==> src/liu_irq_pkg.sv <==
package liu_irq_pkg;
  localparam int CHANNELS = 2;

  // Register offsets, channel one and global; channel two sits one stride higher
  localparam logic [5:0] ADDR_TX_CFG = 6'h05;
  localparam logic [5:0] ADDR_MASK_A = 6'h13;
  localparam logic [5:0] ADDR_MASK_B = 6'h14;
  localparam logic [5:0] ADDR_EDGE_SEL = 6'h15;
  localparam logic [5:0] ADDR_STATE_A = 6'h16;
  localparam logic [5:0] ADDR_STATE_B = 6'h17;
  localparam logic [5:0] ADDR_LATCH_A = 6'h18;
  localparam logic [5:0] ADDR_LATCH_B = 6'h19;
  localparam logic [5:0] ADDR_GLOBAL = 6'h20;
  localparam logic [5:0] ADDR_CHAN_SRC = 6'h21;
  localparam logic [5:0] CHAN_STRIDE = 6'h20;

  // Field positions
  localparam int DRIVER_MONITOR_DISABLE_BIT = 5;
  localparam int GLB_MASK_BIT = 2;
  localparam int DF_BIT = 2;
  localparam int TCLK_BIT = 3;

  // Reset values and writable bits
  localparam logic [7:0] MASK_RESET = 8'h00_FF;
  localparam logic [7:0] EDGE_RESET = 8'h00_00;
  localparam logic [7:0] TX_CFG_RESET = 8'h00_00;
  localparam logic [7:0] GLOBAL_RESET = 8'h00_00;
  localparam logic [7:0] TX_CFG_WMASK = 8'h00_3F;
  localparam logic [7:0] GLOBAL_WMASK = 8'h00_DF;

  // Interrupt pin drive styles
  localparam logic [1:0] PIN_PP_LOW = 2'h1;
  localparam logic [1:0] PIN_PP_HIGH = 2'h2;

  // Timing
  localparam int SYS_CLK_NS = 100;
  localparam logic [6:0] TCLK_LOSS_MCLK_CYCLES = 7'h46;
  localparam int MCLK_TIMEOUT_NS = 2000;
  localparam int MCLK_TIMEOUT_INT = (MCLK_TIMEOUT_NS + SYS_CLK_NS - 1) / SYS_CLK_NS;
  localparam logic [4:0] MCLK_TIMEOUT_CYC = 5'(MCLK_TIMEOUT_INT);

  typedef struct packed {
    logic equalizer_range_state;
    logic loop_activate_state;
    logic loop_deactivate_state;
    logic pattern_sync_state;
    logic alarm_ind_state;
    logic signal_loss_state;
  } line_flags_t;

  typedef struct packed {
    logic waveform_overflow_event;
    logic jitter_fifo_over_event;
    logic jitter_fifo_under_event;
    logic pattern_error_event;
    logic excess_zero_event;
    logic code_violation_event;
    logic second_timer_event;
    logic counter_overflow_event;
  } pulse_events_t;

  typedef struct packed {
    logic wr;
    logic rd;
    logic [5:0] addr;
    logic [7:0] wdata;
  } reg_req_t;
endpackage

==> src/liu_interrupt_and_line_monitor.sv <==
`timescale 1ns/1ps
module liu_interrupt_and_line_monitor
  import liu_irq_pkg::*;
(
  input wire logic sys_clk,
  input wire logic resetn,
  input wire reg_req_t reg_req,
  output logic [7:0] reg_rdata,
  input wire logic mclk_pin,
  input wire logic [1:0] channel_tx_clock,
  input wire logic [1:0] drv_fault_pin,
  input wire logic [1:0] short_circuit_pin,
  input wire logic hw_mode_pin,
  input wire logic [1:0] remote_loop,
  input wire logic [1:0] pattern_on_mclk,
  input wire line_flags_t [1:0] line_flags,
  input wire pulse_events_t [1:0] pulse_events,
  input wire logic [1:0][4:0] cable_atten,
  output logic [1:0] tx_line_oe,
  output logic int_pin_out,
  output logic int_pin_oe
);

  function automatic logic [5:0] chan_addr(input logic [5:0] base, input logic ch);
    chan_addr = base + (ch ? CHAN_STRIDE : 6'h00);
  endfunction
  logic [2:0] mclk_sh;
  logic [1:0] hw_sh;
  logic mclk_edge;
  logic [4:0] mclk_gap;
  logic mclk_lost;
  logic [7:0] global_cfg;
  logic [1:0] irq_channel_flags;
  logic [1:0] pending;
  logic [1:0] tx_clock_lost;
  logic [1:0] driver_fault_state;
  logic [1:0] tclk_edge;
  logic [1:0][6:0] tclk_gap;
  logic [1:0][7:0] state_a;
  logic [1:0][7:0] set_a;
  logic [1:0][7:0] set_b;
  logic [1:0][7:0] latch_a;
  logic [1:0][7:0] latch_b;
  logic [1:0][7:0] mask_a;
  logic [1:0][7:0] mask_b;
  logic [1:0][7:0] edge_select_reg;
  logic [1:0][7:0] tx_cfg;
  logic [1:0][7:0] chan_rdata;
  logic [1:0] rd_latch_a;
  logic [1:0] new_event;
  logic irq_global_mask;
  logic irq_active;
  logic [7:0] next_rdata;
  logic next_int_out;
  logic next_int_oe;
  logic [1:0] next_line_oe;

  assign irq_global_mask = global_cfg[GLB_MASK_BIT];
  // Master clock is far slower than sys_clk, so edges are sampled
  always_ff @(posedge sys_clk or negedge resetn) begin
    if (!resetn) begin
      mclk_sh <= 3'h0;
      hw_sh <= 2'h0;
    end else begin
      mclk_sh <= {mclk_sh[1:0], mclk_pin};
      hw_sh <= {hw_sh[0], hw_mode_pin};
    end
  end

  assign mclk_edge = mclk_sh[1] & ~mclk_sh[2];

  always_ff @(posedge sys_clk or negedge resetn) begin
    if (!resetn) begin
      mclk_gap <= 5'h0;
      mclk_lost <= 1'b0;
    end else if (mclk_edge) begin
      mclk_gap <= 5'h0;
      mclk_lost <= 1'b0;
    end else if (mclk_gap >= MCLK_TIMEOUT_CYC) begin
      mclk_lost <= 1'b1;
    end else begin
      mclk_gap <= mclk_gap + 5'h1;
    end
  end

  always_ff @(posedge sys_clk or negedge resetn) begin
    if (!resetn) begin
      global_cfg <= GLOBAL_RESET;
    end else if (reg_req.wr && reg_req.addr == ADDR_GLOBAL) begin
      global_cfg <= reg_req.wdata & GLOBAL_WMASK;
    end
  end

  genvar c;
  generate
    for (c = 0; c < CHANNELS; c++) begin : g_chan
      logic [2:0] tclk_sh;
      logic [1:0] fault_sh;
      logic [1:0] short_sh;
      logic monitor_on;
      logic [7:0] state_prev;
      logic [7:0] state_b;
      logic rd_b;
      always_ff @(posedge sys_clk or negedge resetn) begin
        if (!resetn) begin
          tclk_sh <= 3'h0;
          fault_sh <= 2'h0;
          short_sh <= 2'h0;
        end else begin
          tclk_sh <= {tclk_sh[1:0], channel_tx_clock[c]};
          fault_sh <= {fault_sh[0], drv_fault_pin[c]};
          short_sh <= {short_sh[0], short_circuit_pin[c]};
        end
      end
      assign tclk_edge[c] = tclk_sh[1] ^ tclk_sh[2];
      // Gap counted in master clock edges, not sys_clk cycles
      always_ff @(posedge sys_clk or negedge resetn) begin
        if (!resetn) begin
          tclk_gap[c] <= 7'h0;
          tx_clock_lost[c] <= 1'b0;
        end else if (tclk_edge[c]) begin
          tclk_gap[c] <= 7'h0;
          tx_clock_lost[c] <= 1'b0;
        end else if (mclk_edge) begin
          if (tclk_gap[c] == TCLK_LOSS_MCLK_CYCLES) begin
            tx_clock_lost[c] <= 1'b1;
          end else begin
            tclk_gap[c] <= tclk_gap[c] + 7'h1;
          end
        end
      end
      assign monitor_on = hw_sh[1] | ~tx_cfg[c][DRIVER_MONITOR_DISABLE_BIT];
      always_ff @(posedge sys_clk or negedge resetn) begin
        if (!resetn) begin
          driver_fault_state[c] <= 1'b0;
        end else begin
          // Short circuit counts as driver fault
          driver_fault_state[c] <= monitor_on & (fault_sh[1] | short_sh[1]);
        end
      end
      assign state_a[c] = {line_flags[c].equalizer_range_state, line_flags[c].loop_activate_state,
                           line_flags[c].loop_deactivate_state, line_flags[c].pattern_sync_state,
                           tx_clock_lost[c], driver_fault_state[c],
                           line_flags[c].alarm_ind_state, line_flags[c].signal_loss_state};
      assign state_b = {2'h0, remote_loop[c], cable_atten[c]};
      always_ff @(posedge sys_clk or negedge resetn) begin
        if (!resetn) begin
          state_prev <= 8'h00_00;
        end else begin
          state_prev <= state_a[c];
        end
      end
      assign set_a[c] = (state_a[c] ^ state_prev) & (state_a[c] | edge_select_reg[c]);
      // Direct events complete the sixteen kinds
      assign set_b[c] = pulse_events[c];
      assign rd_latch_a[c] = reg_req.rd && reg_req.addr == chan_addr(ADDR_LATCH_A, 1'(c));
      assign rd_b = reg_req.rd && reg_req.addr == chan_addr(ADDR_LATCH_B, 1'(c));
      // Per-event latch, new set beats read clear
      always_ff @(posedge sys_clk or negedge resetn) begin
        if (!resetn) begin
          latch_a[c] <= 8'h00_00;
          latch_b[c] <= 8'h00_00;
        end else begin
          latch_a[c] <= (rd_latch_a[c] ? 8'h00_00 : latch_a[c]) | set_a[c];
          latch_b[c] <= (rd_b ? 8'h00_00 : latch_b[c]) | set_b[c];
        end
      end
      always_ff @(posedge sys_clk or negedge resetn) begin
        if (!resetn) begin
          mask_a[c] <= MASK_RESET;
          mask_b[c] <= MASK_RESET;
          edge_select_reg[c] <= EDGE_RESET;
          tx_cfg[c] <= TX_CFG_RESET;
        end else if (reg_req.wr) begin
          if (reg_req.addr == chan_addr(ADDR_MASK_A, 1'(c))) mask_a[c] <= reg_req.wdata;
          if (reg_req.addr == chan_addr(ADDR_MASK_B, 1'(c))) mask_b[c] <= reg_req.wdata;
          if (reg_req.addr == chan_addr(ADDR_EDGE_SEL, 1'(c))) begin
            edge_select_reg[c] <= reg_req.wdata;
          end
          if (reg_req.addr == chan_addr(ADDR_TX_CFG, 1'(c))) begin
            tx_cfg[c] <= reg_req.wdata & TX_CFG_WMASK;
          end
        end
      end
      // Unmasked event latches raise the interrupt
      assign pending[c] = |(latch_a[c] & ~mask_a[c]) | |(latch_b[c] & ~mask_b[c]);
      assign new_event[c] = |(set_a[c] & ~mask_a[c]) | |(set_b[c] & ~mask_b[c]);
      // Channel source flag, set beats clear
      always_ff @(posedge sys_clk or negedge resetn) begin
        if (!resetn) begin
          irq_channel_flags[c] <= 1'b0;
        end else if (new_event[c]) begin
          irq_channel_flags[c] <= 1'b1;
        end else if (rd_latch_a[c] || rd_b || !pending[c]) begin
          irq_channel_flags[c] <= 1'b0;
        end
      end
      always_comb begin
        chan_rdata[c] = 8'h00_00;
        if (reg_req.addr == chan_addr(ADDR_MASK_A, 1'(c))) chan_rdata[c] = mask_a[c];
        if (reg_req.addr == chan_addr(ADDR_MASK_B, 1'(c))) chan_rdata[c] = mask_b[c];
        if (reg_req.addr == chan_addr(ADDR_EDGE_SEL, 1'(c))) chan_rdata[c] = edge_select_reg[c];
        if (reg_req.addr == chan_addr(ADDR_TX_CFG, 1'(c))) chan_rdata[c] = tx_cfg[c];
        if (reg_req.addr == chan_addr(ADDR_STATE_A, 1'(c))) chan_rdata[c] = state_a[c];
        if (reg_req.addr == chan_addr(ADDR_STATE_B, 1'(c))) chan_rdata[c] = state_b;
        if (rd_latch_a[c]) chan_rdata[c] = latch_a[c];
        if (rd_b) chan_rdata[c] = latch_b[c];
      end
      // Loopback and master-timed patterns keep driving through transmit clock loss, not master clock loss
      assign next_line_oe[c] = !mclk_lost &&
                               !(tx_clock_lost[c] && !remote_loop[c] && !pattern_on_mclk[c]);
    end
  endgenerate

  always_comb begin
    next_rdata = chan_rdata[0] | chan_rdata[1];
    if (reg_req.addr == ADDR_GLOBAL) next_rdata = global_cfg;
    if (reg_req.addr == ADDR_CHAN_SRC) next_rdata = {6'h00, irq_channel_flags};
  end

  assign irq_active = !irq_global_mask && (|pending);

  always_comb begin
    case (global_cfg[1:0])
      PIN_PP_LOW: begin
        next_int_oe = 1'b1;
        next_int_out = !irq_active;
      end
      PIN_PP_HIGH: begin
        next_int_oe = 1'b1;
        next_int_out = irq_active;
      end
      default: begin
        next_int_oe = irq_active;
        next_int_out = 1'b0;
      end
    endcase
  end

  // Lines float during reset and drive from the first cycle after it until master clock loss, or transmit clock loss with no loopback or master-timed pattern
  always_ff @(posedge sys_clk or negedge resetn) begin
    if (!resetn) begin
      tx_line_oe <= 2'h0;
      int_pin_oe <= 1'b0;
      int_pin_out <= 1'b0;
    end else begin
      tx_line_oe <= next_line_oe;
      int_pin_oe <= next_int_oe;
      int_pin_out <= next_int_out;
    end
  end

  always_ff @(posedge sys_clk or negedge resetn) begin
    if (!resetn) begin
      reg_rdata <= 8'h00_00;
    end else if (reg_req.rd) begin
      reg_rdata <= next_rdata;
    end
  end
endmodule

==> config.mk <==
export PLATFORM = sky130hd
export DESIGN_NAME = liu_interrupt_and_line_monitor
export DESIGN_NICKNAME = d
export VERILOG_FILES = /design/src/liu_irq_pkg.sv /design/src/liu_interrupt_and_line_monitor.sv
export SDC_FILE = /design/constraint.sdc
export NUM_CORES = 1
export LEC_CHECK = 0
export ABC_AREA = 1
export BUFFER_PORTS_ARGS = -buffer_cell sky130_fd_sc_hd__buf_2
export CAP_MARGIN = 20
export CORE_MARGIN = 2
export CORE_UTILIZATION = 45
export CTS_CLUSTER_DIAMETER = 60
export DETAILED_ROUTE_END_ITERATION = 7
export GPL_TIMING_DRIVEN = 0
export PLACE_DENSITY = 0.67
export SYNTH_ARGS = -nofsm -noshare
export SYNTH_HDL_FRONTEND = slang
export SYNTH_SLANG_ARGS = --single-unit
==> constraint.sdc <==
create_clock -name sys_clk -period 3.25 [get_ports sys_clk]
set_input_delay 0.1625 -clock sys_clk [delete_from_list [all_inputs] [get_ports sys_clk]]
set_output_delay 0.1625 -clock sys_clk [all_outputs]
set_load 0.05 [all_outputs]
### Yosys cells after proc, flatten, opt, wreduce, memory -nomap -nowiden

Index checks and enable logic that the tools add are counted.

| word-level totals | value |
|---|---|
| register bits after elaboration | 172 |
| output and inout port bits | 12 |
| logic and storage cells | 205 |

| operators by class | value |
|---|---|
| add/subtract/negate cells | 3 |
| magnitude comparators | 1 |
| equality and inequality tests | 25 |
| mux-type cells | 44 |
| bitwise operators | 39 |
| reduce and logical (&&, ||, !) cells | 56 |

Operator list:

| operator | number |
|---|---|
| 8-bit two-way mux | 22 |
| 8-bit AND | 10 |
| 8-bit OR reduction | 8 |
| 6-bit == test, second input constant | 10 |
| 8-bit bitwise OR | 7 |
| 6-bit by 5-bit == test with 1-bit output, second input constant | 7 |
| 7-bit two-way mux | 6 |
| 8-bit NOT | 4 |
| 2-bit AND reduction | 12 |
| 8-bit bitwise XOR | 2 |
| 7-bit by 1-bit adder with 7-bit output, second input constant | 2 |
| 7-bit == test, second input constant | 2 |
| 2-bit nonzero test | 7 |
| 1-bit two-way mux | 13 |
| 1-bit logical AND | 12 |
| 1-bit zero test | 11 |
| 5-bit two-way mux | 2 |
| 1-bit bitwise OR | 8 |
| 6-bit by 3-bit == test with 1-bit output, second input constant | 1 |
| 2-bit inequality test, second input constant | 3 |
| 5-bit by 1-bit adder with 5-bit output, second input constant | 1 |
| 5-bit greater-or-equal comparator, second input constant | 1 |
| 1-bit logical OR | 4 |
| 2-bit OR reduction | 2 |
| other kinds (6) | 11 |

### Logic depth before layout (Yosys ltp)

| depth | value |
|---|---|
| depth after elaboration | 12 |
| depth in mapped cells | 13 |
| gate-level depth less buffers | 13 |

### Least setup slack after synthesis

Ideal clock, no wire load.

| timing path | value |
|---|---|
| path type | register -> register |
| start point | register tclk_gap[0] in the netlist's numbering |
| end point | register tclk_gap[6] in the netlist's numbering |
| arrival time | 1.426 ns |
| required time | 3.130 ns |
| setup slack | 1.704 ns |
| stages on the path, launching flop included | 11 |
| clock period less this slack | 1.546 ns |
| path through | dfrtp_1 > inv_1 > ha_1 > nand3_1 > nand2_1 > nand2_1 > nand3_1 > nor3_1 > nand3_1 > nand2_1 > a21oi_1 |

| on the way | value |
|---|---|
| cells in the longest elaborated chain, start to end | 4 |
| elaborated cells between the ends (all ways) | 7 |

Ends and longest elaborated chain:

| item | line | source |
|---|---|---|
| from (decl) | liu_interrupt_and_line_monitor.sv:38 | `logic [1:0][6:0] tclk_gap;` |
| from (signal, indexed assignment) | liu_interrupt_and_line_monitor.sv:128 | `tclk_gap[c] <= tclk_gap[c] + 7'h1;` |
| 7-bit by 1-bit adder with 7-bit output | liu_interrupt_and_line_monitor.sv:128 |  |
| 7-bit two-way mux | liu_interrupt_and_line_monitor.sv:125 | `if (tclk_gap[c] == TCLK_LOSS_MCLK_CYCLES) begin` |
| 7-bit two-way mux | liu_interrupt_and_line_monitor.sv:124 | `end else if (mclk_edge) begin` |
| 7-bit two-way mux | liu_interrupt_and_line_monitor.sv:121 | `end else if (tclk_edge[c]) begin` |

Several ways; a longest one is shown, not always the timed one. The select of a mux whose other input is x is not followed.
A chain may end at the register's enable or synchronous reset.

### Final worst setup path

| timing path | value |
|---|---|
| start point | register g_chan[0].tclk_sh[1] |
| end point | register tclk_gap[6] in the netlist's numbering |

| on the way | value |
|---|---|
| cells in the longest elaborated chain, start to end | 3 |
| elaborated cells between the ends (all ways) | 5 |

Ends and longest elaborated chain:

| item | line | source |
|---|---|---|
| from (decl) | liu_interrupt_and_line_monitor.sv:97 | `logic [2:0] tclk_sh;` |
| from (signal assigned) | liu_interrupt_and_line_monitor.sv:110 | `tclk_sh <= {tclk_sh[1:0], channel_tx_clock[c]};` |
| 1-bit bitwise XOR (*) | liu_interrupt_and_line_monitor.sv:115 | `assign tclk_edge[c] = tclk_sh[1] ^ tclk_sh[2];` |
| 2-bit inequality test (no source line) / 2-bit nonzero test (equally long branches) | n/a |  |
| 2-bit AND reduction (no source line) | n/a |  |

Every way passes the cells marked *; elsewhere a longest branch is shown, timed or not.

==> out/qor.yml <==
outcome: "complete, no violations"
power.internal_mw: 3.63
grt_resource_usage_total_pct: 24.5
number_of_gates_resized_after_cts: 0
port_buffers: 77
detail_route.vias_per_cell: 5.33
cts.path.max_buffers: 2
clk_transition_reported_paths_ns: 0.07
count_of_tritonroute_iterations_in_the_first_routing_pass: 5
power_frac_seq_pct: 48.9
synth-xor-area-share_pct: 1.31
dp_hpwl_um: 15400
clk_root_buffer_cell: "sky130_fd_sc_hd__clkbuf_16"
synthMuxAreaShare_pct: 0
yosys_most_used_dff: "sky130_fd_sc_hd__dfrtp_1"
cap_violations: 0
max_slew_margin_pct: 43.3
start_kind: "flip-flop"
number_of_synthesized_flops_with_an_enable_pin: 0
layout-area-overhead-vs-synth_pct: 21.3
worst_pin_slew_ns: 0.844
total_power_density_per_cell_area_nw_per_um2: 528
final-max-slew-violation-count: 0
setup.worst_path.end_class: "flip-flop"
rsz0062_at_grt: "no"
die-area_um2: 18900
number_of_clock_buffers_inserted_by_tritoncts: 17
drc_violations_left: 0
clock_power_share_pct: 39.6
mappedNetlistNets: 1010
share_comb_of_total_power_pct: 11.5
num_io_pins: 80
synth_seq_area_share_pct: 54.2
postSynthAreaPerCell_um2: 8.58
fp-row-count: 48
swShare_pct: 29.4
core_area_um2: 17400
globalRoute.totalOverflow: 0
fin_nets: 1148
final_number_of_hold_violating_endpoints: 0
drtAntennaViolNets: 0
drt-initial-drc-count: 713
yosys.cell_types.count: 41
gate_count_post_synth: 934
effective_utilization_at_floorplan_pct: 46.2
switching_power_mw: 1.51
synth_top_family_by_area: "simple AND/OR/NAND/NOR gates"
synth-async-reset-ratio_pct: 100
clock_sink_count: 172
post_drt_wl_per_cell_um: 16.4
multi_input_combinational_cell_area_um2: 3120
p_leak_nw: 4.60
hp-class: "input port to flip-flop"
setup_viol: 0
detailroute.via_count: 6992
fillers: 1572
netlist_area_um2: 8010
grt_antenna_before_repair: 1
clock-skew-final_ns: 0.00950
ff_latch_area_um2: 4340
synth_simple_gate_area_share_pct: 21.5
worst_skew_pair.late_latency_ns: 0.44
die_y_um: 137
yosysWarningCount: 0
fmax_mhz: 526
grt_pass1_vias: 6582
htree_num_levels: 4
gp_routability_congestion: 0.908
timing_worst_setup_path_type: "flip-flop to flip-flop"
synth_compound_area_share_pct: 14.9
final_period_minus_worst_setup_slack_ns: 1.90
worst_ep_arrival_time_ns: 2.26
grt_start_max_net_pins: 103
tritoncts: "built"
layout.core_utilization_pct: 56.0
synth_seq_cells: 172
grt_first_pass_wirelength_um: 34800
finalPower_mw: 5.14
drive_above_1_share_pct: 17.4
die_w_um: 137
routed_wirelength_um: 21600
worst_ep_required_time_ns: 3.61
ir_worst_vdd_mv: 0.435
path_max_fanout: 9
period_share_pct: 58.5
synth_fa_ha_area_share_pct: 1.25
-- placed cells by master, fill, tap and decap left out, drive strengths merged --
master       instances
a31oi                1
buf                 89
xor2                 9
dfrtp              140
nor2                76
nand2              227
diode                1
a221oi               4
inv                132
o21a                 4
nand3               55
clkinv               4
o21ai              131
o211ai               7
and3                 1
o31ai                2
o2111ai              1
xnor2                3
o22ai               34
dlygate4sd3         41
clkinvlp             1
nand3b               1
nor4                 6
clkbuf              22
nor3                12
or2                  4
a211oi               5
o21bai               3
nand4                7
a21oi               23
ha                   8
dfstp               32
-- logic make-up after synthesis --
family / after synthesis
DFF: 172
AOI/OAI and AO/OA: 215
xor gates and xnor gates: 12
buffers and inverters: 138
adders and majority gates: 8
and+or+nand+nor: 389
-- synthesized netlist by cell type, types with 2 or more instances --
cell type / number / share of area [%]
sky130_fd_sc_hd__nand2_4: 2 / 0.28
sky130_fd_sc_hd__ha_1: 8 / 1.2
sky130_fd_sc_hd__dfstp_2: 32 / 10
sky130_fd_sc_hd__o21ai_1: 3 / 0.19
sky130_fd_sc_hd__nand4_1: 7 / 0.55
sky130_fd_sc_hd__inv_2: 6 / 0.28
sky130_fd_sc_hd__xor2_1: 9 / 0.98
sky130_fd_sc_hd__o21bai_1: 3 / 0.28
sky130_fd_sc_hd__nand2_2: 7 / 0.55
sky130_fd_sc_hd__clkbuf_1: 5 / 0.23
sky130_fd_sc_hd__nor3_4: 2 / 0.41
sky130_fd_sc_hd__nor3_1: 9 / 0.56
sky130_fd_sc_hd__nor2_4: 7 / 0.98
sky130_fd_sc_hd__o22ai_1: 34 / 2.7
sky130_fd_sc_hd__a221oi_1: 4 / 0.44
sky130_fd_sc_hd__a211oi_1: 5 / 0.47
sky130_fd_sc_hd__inv_1: 115 / 5.4
sky130_fd_sc_hd__o211ai_1: 7 / 0.66
sky130_fd_sc_hd__xnor2_1: 3 / 0.33
sky130_fd_sc_hd__nor2_1: 63 / 3.0
sky130_fd_sc_hd__o21a_1: 4 / 0.37
sky130_fd_sc_hd__buf_4: 2 / 0.19
sky130_fd_sc_hd__nand2_1: 218 / 10
sky130_fd_sc_hd__or2_2: 3 / 0.23
sky130_fd_sc_hd__a21oi_1: 23 / 1.4
sky130_fd_sc_hd__nand3_1: 55 / 3.4
sky130_fd_sc_hd__nor2_2: 6 / 0.47
sky130_fd_sc_hd__nor4_1: 5 / 0.39
sky130_fd_sc_hd__buf_2: 8 / 0.50
sky130_fd_sc_hd__o21ai_0: 128 / 8.0
sky130_fd_sc_hd__dfrtp_1: 140 / 44
sky130_fd_sc_hd__o31ai_1: 2 / 0.19
-- metrics by stage --
stage	std cells	hold WS (ns)	worst slack [ns]	TNS [ns]	area, µm²
after global placement	1236	0.270	-0.692	-95.20	8680
after floorplan	934	-0.133	1.70	0	8010
after CTS	1310	0.0185	1.37	0	9720
after global routing	1310	0.0376	1.10	0	9720
after detailed placement	1237	0.163	1.37	0	8720
final	1311	0.0284	1.35	0	9720
-- power by group through the flow --
stage	Clock, mW	Sequential [mW]	Combinational, mW
floorplan	0	2.55	0.307
global placement	0	2.54	0.533
detailed placement	0	2.54	0.552
CTS	2.07	2.50	0.593
global route	2.16	2.54	0.673
finish	2.04	2.51	0.591
-- what timing repair did --
item	CTS	global route
endpoints found under the hold margin	87	0
setup buffers	0	0
hold buffers	41	0
-- routing by layer --
layer  up-vias  wire (µm)  global-route usage [%]
met5         -          0                       0
met3        34       1370                    5.56
met4         0        495                    7.10
met1      3373      10100                    35.8
li1       3363          -                       -
met2       222       9610                    36.4
-- worst max-delay path, stage by stage (launching register included) --
cell and delay, ns:
sky130_fd_sc_hd__dfrtp_1 0.39, sky130_fd_sc_hd__xnor2_1 0.57, sky130_fd_sc_hd__nand2_1 0.31, sky130_fd_sc_hd__nand3_1 0.20
sky130_fd_sc_hd__nor3_1 0.09, sky130_fd_sc_hd__nand3_1 0.07, sky130_fd_sc_hd__nand2_1 0.05, sky130_fd_sc_hd__a21oi_1 0.15
-- final cells by class --
type | count | share of cell area [%]
antenna | 1 | 0.0257
buffer | 16 | 0.875
clock buffer | 17 | 4.38
clock inverter | 15 | 1.70
inverter | 122 | 4.74
multi-input combinational | 624 | 32.1
sequential | 172 | 44.7
tap | 225 | 2.90
timing repair buffer | 119 | 8.57
-- final timing paths --
check	slack (ns)	end	depth (start not counted)	startpoint
max reg2reg	1.35	tclk_gap[6]$_DFFE_PN0P_	7	g_chan[0].tclk_sh[1]$_DFF_PN0_
max in group asynchronous	2.10	mask_a[13]$_DFFE_PN1P_	3	resetn
max	1.35	tclk_gap[6]$_DFFE_PN0P_	7	g_chan[0].tclk_sh[1]$_DFF_PN0_
min	0.03	reg_rdata[5]$_DFFE_PN0P_	3	reg_req[14]
min reg2reg	0.35	g_chan[1].short_sh[1]$_DFF_PN0_	0	g_chan[1].short_sh[0]$_DFF_PN0_
min in group asynchronous	0.26	edge_select_reg[4]$_DFFE_PN0P_	2	resetn
Power figures use the tool's default switching activity.
